==> src/inc/vrs_pkg.sv <==
// Constants, field positions and enumerations for the reference selector.
// Assumes an 8-bit register port with a two-bit word address.
package vrs_pkg;

   // ***************************************************************
   // Register map
   // ***************************************************************
   localparam int unsigned ADDR_W = 2;
   localparam int unsigned DATA_W = 8;
   localparam logic [1:0] CTRL_ADDR = 2'h0;
   localparam logic [1:0] SEL_ADDR = 2'h1;
   localparam logic [1:0] STAT_ADDR = 2'h2;
   localparam logic [7:0] CTRL_RESET = 8'h00;
   localparam logic [4:0] SEL_RESET = 5'h00;
   localparam logic [7:0] READ_IDLE = 8'h00;

   // Fields of reference_control.
   localparam int unsigned POWER_BIT = 7;
   localparam int unsigned PIN_OUT_BIT = 6;
   localparam int unsigned LOW_RANGE_BIT = 5;
   localparam int unsigned EXT_SRC_BIT = 4;
   localparam int unsigned TAP_MSB = 3;
   localparam int unsigned TAP_W = 4;

   // Fields of reference_route.
   localparam int unsigned SEL_W = 5;
   localparam int unsigned CMP1_BIT = 0;
   localparam int unsigned CMP2_BIT = 1;
   localparam int unsigned FIXED_EN_BIT = 2;
   localparam int unsigned CONV_POS_BIT = 3;
   localparam int unsigned CONV_NEG_BIT = 4;

   // Fields of reference_status.
   localparam int unsigned ST_DIV_BIT = 0;
   localparam int unsigned ST_FIXED_BIT = 1;
   localparam int unsigned ST_ROLE_LSB = 2;
   localparam int unsigned ST_ROLE_MSB = 3;
   localparam int unsigned ST_POS_PIN_BIT = 4;
   localparam int unsigned ST_POWER_BIT = 5;

   // ***************************************************************
   // Ladder fraction, as a numerator over 96
   // ***************************************************************
   localparam int unsigned FRAC_W = 7;
   localparam logic [6:0] LOW_MUL = 7'h04;
   localparam logic [6:0] HIGH_BASE = 7'h18;
   localparam logic [6:0] HIGH_MUL = 7'h03;

   // ***************************************************************
   // Enumerations
   // ***************************************************************
   typedef enum logic [1:0] {
      PIN_IO = 2'b00,
      PIN_LADDER_OUT = 2'b01,
      PIN_NEG_REF = 2'b10
   } vrs_pin_role_type;

   typedef enum logic {
      SRC_RAIL = 1'b0,
      SRC_PIN = 1'b1
   } vrs_src_type;

endpackage : vrs_pkg

==> src/inc/vrs_dec_if.sv <==
// Carrier between the register side and the reference decoder.
// Assumes both ends sit in the same clock domain; it carries no clock.
`timescale 1ns/1ns
`default_nettype none
interface vrs_dec_if;
   logic [7:0] ctrl;
   logic [vrs_pkg::SEL_W-1:0] sel;
   logic cmp1_ladder;
   logic cmp2_ladder;
   logic div_current;
   vrs_pkg::vrs_src_type cmp_pos;
   vrs_pkg::vrs_src_type cmp_neg;
   vrs_pkg::vrs_src_type conv_pos;
   vrs_pkg::vrs_src_type conv_neg;
   vrs_pkg::vrs_pin_role_type pin_role;
   logic pos_pin_ref;
   logic [vrs_pkg::FRAC_W-1:0] frac;

   modport ctrl_mp (
      output ctrl, sel,
      input cmp1_ladder, cmp2_ladder, div_current, cmp_pos, cmp_neg,
      input conv_pos, conv_neg, pin_role, pos_pin_ref, frac
   );
   modport dec_mp (
      input ctrl, sel,
      output cmp1_ladder, cmp2_ladder, div_current, cmp_pos, cmp_neg,
      output conv_pos, conv_neg, pin_role, pos_pin_ref, frac
   );
endinterface : vrs_dec_if
`default_nettype wire

==> src/rtl/vrs_ref_decode.sv <==
// Combinational decode of reference routing from the control bits.
// Assumes the caller registers every result it drives out of the block.
`timescale 1ns/1ns
`default_nettype none
module vrs_ref_decode (
   // Control bits in, routing out.
   vrs_dec_if.dec_mp dec
);

   // Picks the pin or the rail for one reference from its select bit.
   function automatic vrs_pkg::vrs_src_type src_of(input logic use_pin);
      src_of = use_pin ? vrs_pkg::SRC_PIN : vrs_pkg::SRC_RAIL;
   endfunction : src_of

   logic pin_out;
   logic ext_src;
   logic conv_neg_ext;
   logic [3:0] tap;

   // ***************************************************************
   // Field extraction
   // ***************************************************************
   assign pin_out = dec.ctrl[vrs_pkg::PIN_OUT_BIT];
   assign ext_src = dec.ctrl[vrs_pkg::EXT_SRC_BIT];
   assign conv_neg_ext = dec.sel[vrs_pkg::CONV_NEG_BIT];
   assign tap = dec.ctrl[vrs_pkg::TAP_MSB:0];

   // Comparator multiplexers; either one on keeps the divider biased.
   assign dec.cmp1_ladder = dec.sel[vrs_pkg::CMP1_BIT];
   assign dec.cmp2_ladder = dec.sel[vrs_pkg::CMP2_BIT];
   assign dec.div_current = dec.cmp1_ladder | dec.cmp2_ladder;

   // Comparator rails; the ladder on the shared pin steals its minus side.
   assign dec.cmp_pos = src_of(ext_src);
   assign dec.cmp_neg = src_of(ext_src & ~(pin_out & ~conv_neg_ext));

   // Converter rails are independent of the comparator selection.
   assign dec.conv_pos = src_of(dec.sel[vrs_pkg::CONV_POS_BIT]);
   assign dec.conv_neg = src_of(conv_neg_ext);

   // Shared pin: ladder output has priority unless the converter needs it.
   always_comb begin
      if (pin_out && !conv_neg_ext) begin
         dec.pin_role = vrs_pkg::PIN_LADDER_OUT;
      end else if (conv_neg_ext || ext_src) begin
         dec.pin_role = vrs_pkg::PIN_NEG_REF;
      end else begin
         dec.pin_role = vrs_pkg::PIN_IO;
      end
   end

   // Positive pin is a reference whenever anything consumes it.
   assign dec.pos_pin_ref = ext_src | dec.sel[vrs_pkg::CONV_POS_BIT];

   // Ladder fraction in 96ths so both ranges are exact integers.
   always_comb begin
      if (dec.ctrl[vrs_pkg::LOW_RANGE_BIT]) begin
         dec.frac = 7'(tap) * vrs_pkg::LOW_MUL;
      end else begin
         dec.frac = vrs_pkg::HIGH_BASE + 7'(tap) * vrs_pkg::HIGH_MUL;
      end
   end

endmodule : vrs_ref_decode
`default_nettype wire

==> src/rtl/vrs_reference_select.sv <==
// Register file and registered reference routing for the comparator
// and converter references.
// Assumes a synchronous register port and synchronous oscillator status.
// Contract
// Comparator one bit selects ladder, enables divider.
// Comparator two bit selects ladder, enables divider.
// Both bits clear turns divider current off.
// Comparator rails follow source bit and pin use.
// Converter rails follow its two external bits.
// Shared pin role: ladder out, ref, or I/O.
// Power bit switches the ladder circuit.
// Range bit set means low ladder range.
// Source bit picks pins or supply for ladder.
// Tap field gives v/24 or 1/4+v/32.
// Control register fully readable, writable, resets zero.
// Fixed reference on by bit or fast oscillator.
// Decoded outputs change on the writing edge.
//
// The address-and-strobe port and the address map were chosen for this implementation.
`timescale 1ns/1ns
`default_nettype none
module vrs_reference_select (
   // Clock and reset.
   input wire logic clk_i,
   input wire logic nrst_i,
   // Register port.
   input wire logic [vrs_pkg::ADDR_W-1:0] addr_i,
   input wire logic [7:0] wdata_i,
   input wire logic wr_i,
   input wire logic rd_i,
   output logic [7:0] rdata_o,
   // Oscillator status.
   input wire logic fast_internal_oscillator_i,
   // Ladder control.
   output logic ladder_power_on_o,
   output logic ladder_low_range_o,
   output logic ladder_external_source_o,
   output logic [vrs_pkg::TAP_W-1:0] ladder_tap_select_o,
   output logic [vrs_pkg::FRAC_W-1:0] ladder_frac_num_o,
   output logic divider_current_o,
   // Reference routing.
   output logic cmp_one_ladder_select_o,
   output logic cmp_two_ladder_select_o,
   output logic fixed_ref_enable_o,
   output logic cmp_pos_src_o,
   output logic cmp_neg_src_o,
   output logic conv_pos_src_o,
   output logic conv_neg_src_o,
   // Pin roles.
   output logic [1:0] shared_ref_out_pin_role_o,
   output logic ladder_reference_out_oe_o,
   output logic shared_pos_ref_pin_is_ref_o
);

   // ***************************************************************
   // Declarations
   // ***************************************************************
   logic [7:0] reference_control_reg;
   logic [7:0] reference_control_next;
   logic [vrs_pkg::SEL_W-1:0] reference_route_reg;
   logic [vrs_pkg::SEL_W-1:0] reference_route_next;
   logic [7:0] read_mux;
   logic [7:0] status_word;
   logic fixed_next;

   vrs_dec_if dec ();

   // ***************************************************************
   // Register writes
   // ***************************************************************

   // Next values feed the decoder so outputs settle on the writing edge.
   always_comb begin
      reference_control_next = reference_control_reg;
      reference_route_next = reference_route_reg;
      if (wr_i && addr_i == vrs_pkg::CTRL_ADDR) begin
         reference_control_next = wdata_i;
      end
      if (wr_i && addr_i == vrs_pkg::SEL_ADDR) begin
         reference_route_next = wdata_i[vrs_pkg::SEL_W-1:0];
      end
   end

   // Every reset returns the control register to all zeros.
   always_ff @(posedge clk_i or negedge nrst_i) begin
      if (!nrst_i) begin
         reference_control_reg <= vrs_pkg::CTRL_RESET;
      end else begin
         reference_control_reg <= reference_control_next;
      end
   end

   // Routing register holds the comparator and converter select bits.
   always_ff @(posedge clk_i or negedge nrst_i) begin
      if (!nrst_i) begin
         reference_route_reg <= vrs_pkg::SEL_RESET;
      end else begin
         reference_route_reg <= reference_route_next;
      end
   end

   // ***************************************************************
   // Decode
   // ***************************************************************
   assign dec.ctrl = reference_control_next;
   assign dec.sel = reference_route_next;

   vrs_ref_decode u_decode (
      .dec (dec.dec_mp)
   );

   // The oscillator forces the fixed reference regardless of software.
   assign fixed_next = reference_route_next[vrs_pkg::FIXED_EN_BIT] |
                       fast_internal_oscillator_i;

   // Ladder controls are registered straight from the written bits, the fraction through the decoder.
   always_ff @(posedge clk_i or negedge nrst_i) begin
      if (!nrst_i) begin
         ladder_power_on_o <= 1'b0;
         ladder_low_range_o <= 1'b0;
         ladder_external_source_o <= 1'b0;
         ladder_tap_select_o <= '0;
         ladder_frac_num_o <= vrs_pkg::HIGH_BASE;
      end else begin
         ladder_power_on_o <= reference_control_next[vrs_pkg::POWER_BIT];
         ladder_low_range_o <=
            reference_control_next[vrs_pkg::LOW_RANGE_BIT];
         ladder_external_source_o <=
            reference_control_next[vrs_pkg::EXT_SRC_BIT];
         ladder_tap_select_o <= reference_control_next[vrs_pkg::TAP_MSB:0];
         ladder_frac_num_o <= dec.frac;
      end
   end

   // Routing outputs register the decoder and fixed_next so no glitch reaches analog.
   always_ff @(posedge clk_i or negedge nrst_i) begin
      if (!nrst_i) begin
         cmp_one_ladder_select_o <= 1'b0;
         cmp_two_ladder_select_o <= 1'b0;
         divider_current_o <= 1'b0;
         fixed_ref_enable_o <= 1'b0;
         cmp_pos_src_o <= vrs_pkg::SRC_RAIL;
         cmp_neg_src_o <= vrs_pkg::SRC_RAIL;
         conv_pos_src_o <= vrs_pkg::SRC_RAIL;
         conv_neg_src_o <= vrs_pkg::SRC_RAIL;
      end else begin
         cmp_one_ladder_select_o <= dec.cmp1_ladder;
         cmp_two_ladder_select_o <= dec.cmp2_ladder;
         divider_current_o <= dec.div_current;
         fixed_ref_enable_o <= fixed_next;
         cmp_pos_src_o <= dec.cmp_pos;
         cmp_neg_src_o <= dec.cmp_neg;
         conv_pos_src_o <= dec.conv_pos;
         conv_neg_src_o <= dec.conv_neg;
      end
   end

   // Pin roles; the drive enable is a copy of the ladder-out role.
   always_ff @(posedge clk_i or negedge nrst_i) begin
      if (!nrst_i) begin
         shared_ref_out_pin_role_o <= vrs_pkg::PIN_IO;
         ladder_reference_out_oe_o <= 1'b0;
         shared_pos_ref_pin_is_ref_o <= 1'b0;
      end else begin
         shared_ref_out_pin_role_o <= dec.pin_role;
         ladder_reference_out_oe_o <=
            (dec.pin_role == vrs_pkg::PIN_LADDER_OUT);
         shared_pos_ref_pin_is_ref_o <= dec.pos_pin_ref;
      end
   end

   // ***************************************************************
   // Register reads
   // ***************************************************************

   // Status shows the block's registered state, not the written bits.
   always_comb begin
      status_word = '0;
      status_word[vrs_pkg::ST_DIV_BIT] = divider_current_o;
      status_word[vrs_pkg::ST_FIXED_BIT] = fixed_ref_enable_o;
      status_word[vrs_pkg::ST_ROLE_MSB:vrs_pkg::ST_ROLE_LSB] =
         shared_ref_out_pin_role_o;
      status_word[vrs_pkg::ST_POS_PIN_BIT] = shared_pos_ref_pin_is_ref_o;
      status_word[vrs_pkg::ST_POWER_BIT] = ladder_power_on_o;
   end

   // Unmapped addresses read as zero.
   always_comb begin
      unique case (addr_i)
         vrs_pkg::CTRL_ADDR: read_mux = reference_control_reg;
         vrs_pkg::SEL_ADDR: read_mux = 8'(reference_route_reg);
         vrs_pkg::STAT_ADDR: read_mux = status_word;
         default: read_mux = vrs_pkg::READ_IDLE;
      endcase
   end

   // Read data stand for exactly one cycle after the strobe.
   always_ff @(posedge clk_i or negedge nrst_i) begin
      if (!nrst_i) begin
         rdata_o <= vrs_pkg::READ_IDLE;
      end else if (rd_i) begin
         rdata_o <= read_mux;
      end else begin
         rdata_o <= vrs_pkg::READ_IDLE;
      end
   end

   // ***************************************************************
   // Assertions
   // ***************************************************************

   property p_cmp_one;
      @(posedge clk_i) disable iff (!nrst_i)
      reference_route_reg[vrs_pkg::CMP1_BIT] |->
         cmp_one_ladder_select_o && divider_current_o;
   endproperty
   a_cmp_one: assert property (p_cmp_one)
      else $error("Comparator one not on ladder with divider on.");

   property p_cmp_two;
      @(posedge clk_i) disable iff (!nrst_i)
      reference_route_reg[vrs_pkg::CMP2_BIT] |->
         cmp_two_ladder_select_o && divider_current_o;
   endproperty
   a_cmp_two: assert property (p_cmp_two)
      else $error("Comparator two not on ladder with divider on.");

   property p_div_off;
      @(posedge clk_i) disable iff (!nrst_i)
      !reference_route_reg[vrs_pkg::CMP1_BIT] &&
      !reference_route_reg[vrs_pkg::CMP2_BIT] |->
         !divider_current_o && !cmp_one_ladder_select_o;
   endproperty
   a_div_off: assert property (p_div_off)
      else $error("Divider current on with both selects clear.");

   property p_cmp_neg;
      @(posedge clk_i) disable iff (!nrst_i)
      reference_control_reg[vrs_pkg::EXT_SRC_BIT] |->
         cmp_neg_src_o == !(reference_control_reg[vrs_pkg::PIN_OUT_BIT] &&
                            !reference_route_reg[vrs_pkg::CONV_NEG_BIT]);
   endproperty
   a_cmp_neg: assert property (p_cmp_neg)
      else $error("Comparator negative rail wrong.");

   property p_conv;
      @(posedge clk_i) disable iff (!nrst_i)
      wr_i && addr_i == vrs_pkg::SEL_ADDR |=>
         conv_pos_src_o == $past(wdata_i[vrs_pkg::CONV_POS_BIT]) &&
         conv_neg_src_o == $past(wdata_i[vrs_pkg::CONV_NEG_BIT]);
   endproperty
   a_conv: assert property (p_conv)
      else $error("Converter rails did not follow the write.");

   property p_pin;
      @(posedge clk_i) disable iff (!nrst_i)
      reference_control_reg[vrs_pkg::PIN_OUT_BIT] &&
      !reference_route_reg[vrs_pkg::CONV_NEG_BIT] |->
         ladder_reference_out_oe_o &&
         shared_ref_out_pin_role_o == vrs_pkg::PIN_LADDER_OUT;
   endproperty
   a_pin: assert property (p_pin)
      else $error("Ladder not driven onto the shared pin.");

   property p_power;
      @(posedge clk_i) disable iff (!nrst_i)
      wr_i && addr_i == vrs_pkg::CTRL_ADDR |=>
         ladder_power_on_o == $past(wdata_i[vrs_pkg::POWER_BIT]) &&
         ladder_low_range_o == $past(wdata_i[vrs_pkg::LOW_RANGE_BIT]) &&
         ladder_external_source_o == $past(wdata_i[vrs_pkg::EXT_SRC_BIT]);
   endproperty
   a_power: assert property (p_power)
      else $error("Ladder controls did not follow the write.");

   property p_frac;
      @(posedge clk_i) disable iff (!nrst_i)
      ladder_frac_num_o == (ladder_low_range_o ?
         7'(ladder_tap_select_o) * 7'h04 :
         7'h18 + 7'(ladder_tap_select_o) * 7'h03);
   endproperty
   a_frac: assert property (p_frac)
      else $error("Ladder fraction does not match the tap.");

   property p_readback;
      @(posedge clk_i) disable iff (!nrst_i)
      wr_i && addr_i == vrs_pkg::CTRL_ADDR ##1
      rd_i && addr_i == vrs_pkg::CTRL_ADDR |=>
         rdata_o == $past(wdata_i, 2);
   endproperty
   a_readback: assert property (p_readback)
      else $error("Control register read back wrong.");

   property p_fixed;
      @(posedge clk_i) disable iff (!nrst_i)
      fast_internal_oscillator_i |=> fixed_ref_enable_o;
   endproperty
   a_fixed: assert property (p_fixed)
      else $error("Fixed reference off while oscillator runs.");

endmodule : vrs_reference_select
`default_nettype wire

==> config.mk <==
export PLATFORM = sky130hd
export DESIGN_NAME = vrs_reference_select
export DESIGN_NICKNAME = d
export VERILOG_FILES = /design/src/inc/vrs_pkg.sv /design/src/inc/vrs_dec_if.sv /design/src/rtl/vrs_ref_decode.sv /design/src/rtl/vrs_reference_select.sv
export SDC_FILE = /design/constraint.sdc
export NUM_CORES = 1
export LEC_CHECK = 0
export BUFFER_PORTS_ARGS = -buffer_cell sky130_fd_sc_hd__buf_2
export CORE_MARGIN = 5
export CORE_UTILIZATION = 35
export CTS_CLUSTER_SIZE = 24
export DETAILED_ROUTE_END_ITERATION = 8
export PLACE_DENSITY = 0.59
export SKIP_CTS_REPAIR_TIMING = 1
export SLEW_MARGIN = 20
export SYNTH_ARGS = -nofsm -noshare
export SYNTH_HDL_FRONTEND = slang
export SYNTH_SLANG_ARGS = --single-unit
==> constraint.sdc <==
create_clock -name clk_i -period 5.9 [get_ports clk_i]
set_input_delay 1.475 -clock clk_i [delete_from_list [all_inputs] [get_ports clk_i]]
set_output_delay 1.475 -clock clk_i [all_outputs]
set_load 0.01 [all_outputs]
==> impl_metrics.json <==
{
  "outcome": "finished clean",
  "total_leakage_power_uw": 0.0009873,
  "drt_iter0_markers": 50,
  "reg2reg_from": "ladder_tap_select_o[2]$_DFF_PN0_",
  "ys_types": 37,
  "finalCriticalPeriod_ns": 4.136,
  "hp-class": "reg2reg",
  "grt_pass1_wl_um": 5844,
  "chipWidth_um": 77.78,
  "gp_congestion": 0.8746,
  "hold_viol_final": 0,
  "top_register": "rdata_o",
  "crit_cells": 10,
  "nNetsFinal": 196,
  "skew_ns": 0.004937,
  "clockBufferDepth": 2,
  "ys_ff_latch": 35,
  "p_int_uw": 477.8,
  "vias": 1103,
  "avgSynthCellArea_um2": 12.56,
  "area_growth_pct": 21.25,
  "placedCellCount": 220,
  "wire_per_inst_um": 15.69,
  "top_layer_used": "met4",
  "largest_register_ffs": 8,
  "reg_top3": "rdata_o: 8 flops, ladder_frac_num_o: 7 flops",
  "io_buffers": 48,
  "startpoint_type": "primary input",
  "grt_overflow_total": 0,
  "drv_slew": 0,
  "critPathSlowestCell": "or3b_1",
  "setup_viol": 0,
  "synthFlopType": "dfrtp_1",
  "clock_latency_ns": 0.29,
  "numCtsBuffers": 5,
  "clkPwrFrac_pct": 25.5,
  "core_area_um2": 4414,
  "p_seq_share_pct": 46.0,
  "antenna_found_initial": 0,
  "yosysWarnings": 0,
  "slew_headroom_pct": 48.04,
  "p_comb_share_pct": 28.5,
  "dr.pass1.iters": 4,
  "async_flop_share_pct": 100.0,
  "wirelength_met1_um": 1526,
  "fmax_ghz": 0.2418,
  "n_antenna_cell": 0,
  "drive_above_1_share_pct": 42.61,
  "routed-wl-met2_um": 1699,
  "cts_root_buf": "clkbuf_8",
  "final_cells": 228,
  "swShare_pct": 30.81,
  "drc": 0,
  "die_h_um": 77.78,
  "finalWirelength_um": 3578,
  "r2r_cells": 8,
  "cp-endpoint": "ladder_frac_num_o[5]$_DFF_PN0_",
  "syn_inst": 128,
  "wl_met3_um": 276,
  "hpwl_um": 2753,
  "syn-num-nets": 149,
  "max_stage_delay_ns": 0.55,
  "critical_path.max_fanout": 14,
  "rsz0062_at_grt": "false",
  "cap_violations": 0,
  "rrSetupSlack_ns": 3.35,
  "power_switching_uw": 212.8,
  "ir_drop_mv": 0.1358,
  "period_share_pct": 70.09,
  "grt_usage_pct": 12.45,
  "timing.critical_path.mode_cell": "inv_1",
  "rr_endpoint": "ladder_frac_num_o[5]$_DFF_PN0_",
  "syn_area_um2": 1608,
  "worst_pin_slew_ns": 0.7794,
  "pin_count": 49,
  "grt_pass1_vias": 1176,
  "cp-startpoint": "addr_i[0]",
  "clock-sinks": 35,
  "cts-htree-levels": 2,
  "die-area_um2": 6049,
  "path_clk_slew_ns": 0.07,
  "viasPerCell": 4.838,
  "cp.required_ns": 6.11,
  "seq_area_frac_synth_pct": 54.63,
  "synth_edf_count": 0,
  "cts_tree": "done",
  "cp_cell_sequence": "buf_2 -> or3b_1 -> mux2i_1 -> inv_1 -> ha_1 -> inv_1 -> fa_1 -> or3b_2 -> a221oi_1 -> xnor2_1",
  "grt_max_degree": 36,
  "rows": 24,
  "p_total_uw": 690.6,
  "pwr_density_cell_nw_per_um2": 354.3,
  "start_util_pct": 36.42,
  "worstPathArrival_ns": 4.35,
  "path_class": "in2reg",
  "cp_top_family": "simple AND/OR/NAND/NOR gates",
  "critPathBufInv": 3,
  "end_kind": "flip-flop",
  "fin_tns_setup_ns": 0,
  "route.antenna.remaining_nets": 0
}
[metrics by stage]
stage	instance area [µm²]	hold WS [ns]	util, %	setup WS [ns]
2_1_floorplan	1608	0.4897	-	1.913
3_3_place_gp	1858	0.5131	42.09	1.573
6_report	1949	0.5239	44.16	1.765
3_5_place_dp	1858	0.5103	42.09	1.451
5_1_grt	1949	0.5568	44.16	1.588
4_1_cts	1949	0.5256	44.16	1.742
[cell type report]
type,instances,area (µm²)
inverters,10,37.54
multi-input cells,75,636.9
well taps,52,65.06
flip-flops and latches,35,878.3
clock inverters,1,5.005
fillers,435,2465
repair buffers,48,240.2
clock buffers,7,86.33
[power by group through the flow]
| stage | Combinational, µW | Clock (µW) | Sequential [µW] |
|---|---|---|---|
| floorplan | 107 | 0 | 339 |
| global placement | 199 | 0 | 322 |
| detailed placement | 200 | 0 | 322 |
| CTS | 202 | 182 | 319 |
| global route | 220 | 193 | 324 |
| finish | 197 | 176 | 317 |
[worst min-delay path by stage]
stage                                                 from                                to  slack [ns]  depth (start not counted)
after floorplan           reference_route_reg[2]$_DFF_PN0_  reference_route_reg[2]$_DFF_PN0_        0.49                          1
after global placement    reference_route_reg[2]$_DFF_PN0_  reference_route_reg[2]$_DFF_PN0_        0.51                          1
after detailed placement  reference_route_reg[2]$_DFF_PN0_  reference_route_reg[2]$_DFF_PN0_        0.51                          1
after CTS                 reference_route_reg[2]$_DFF_PN0_  reference_route_reg[2]$_DFF_PN0_        0.53                          1
after global routing      reference_route_reg[2]$_DFF_PN0_  reference_route_reg[2]$_DFF_PN0_        0.56                          1
final                     reference_route_reg[2]$_DFF_PN0_  reference_route_reg[2]$_DFF_PN0_        0.52                          1
[Yosys cell counts, types with 2 or more instances]
library cell,number,area [µm²]
a21oi_1,2,10.01
dfrtp_1,33,825.8
inv_1,9,33.78
mux2_2,5,56.30
a21boi_0,5,37.54
ha_1,4,50.05
nor2b_1,4,25.02
xnor2_1,2,17.52
mux2_4,2,30.03
buf_2,2,10.01
nor2_1,2,7.510
mux2i_1,11,110.1
or2_2,6,37.54
nand2_1,8,30.03
a211oi_1,2,15.01
fa_1,2,40.04
nor3_1,2,10.01
nand3b_1,2,15.01
buf_4,6,45.04
dfstp_2,2,52.55
[placed cells by master (no fill, tap or decap), types with 5 or more instances in the layout]
master / n
a21boi_0: 5
buf_2: 48
clkbuf_8: 6
dfrtp_1: 33
inv_1: 9
mux2_2: 5
mux2i_1: 11
nand2_1: 8
or2_2: 6
[metal layers]
metal | track usage, % | vias to the layer above
met2 | 19.70 | 40
met1 | 14.66 | 530
li1 | - | 526
met4 | 5.498 | 0
met3 | 5.324 | 7
met5 | 0 | -
[kinds of logic (layout without fill, tap and decap cells)]
family | Yosys count | count (layout) | synth area share (%)
DFF | 35 | 35 | 54.63
adders and majority gates | 6 | 6 | 5.603
and+or+nand+nor | 34 | 34 | 13.46
AOI/OAI and AO/OA | 15 | 15 | 7.238
muxes | 18 | 18 | 12.22
xor gates and xnor gates | 2 | 2 | 1.090
buffers and inverters | 18 | 66 | 5.758
(Power assumes the default switching activity.)
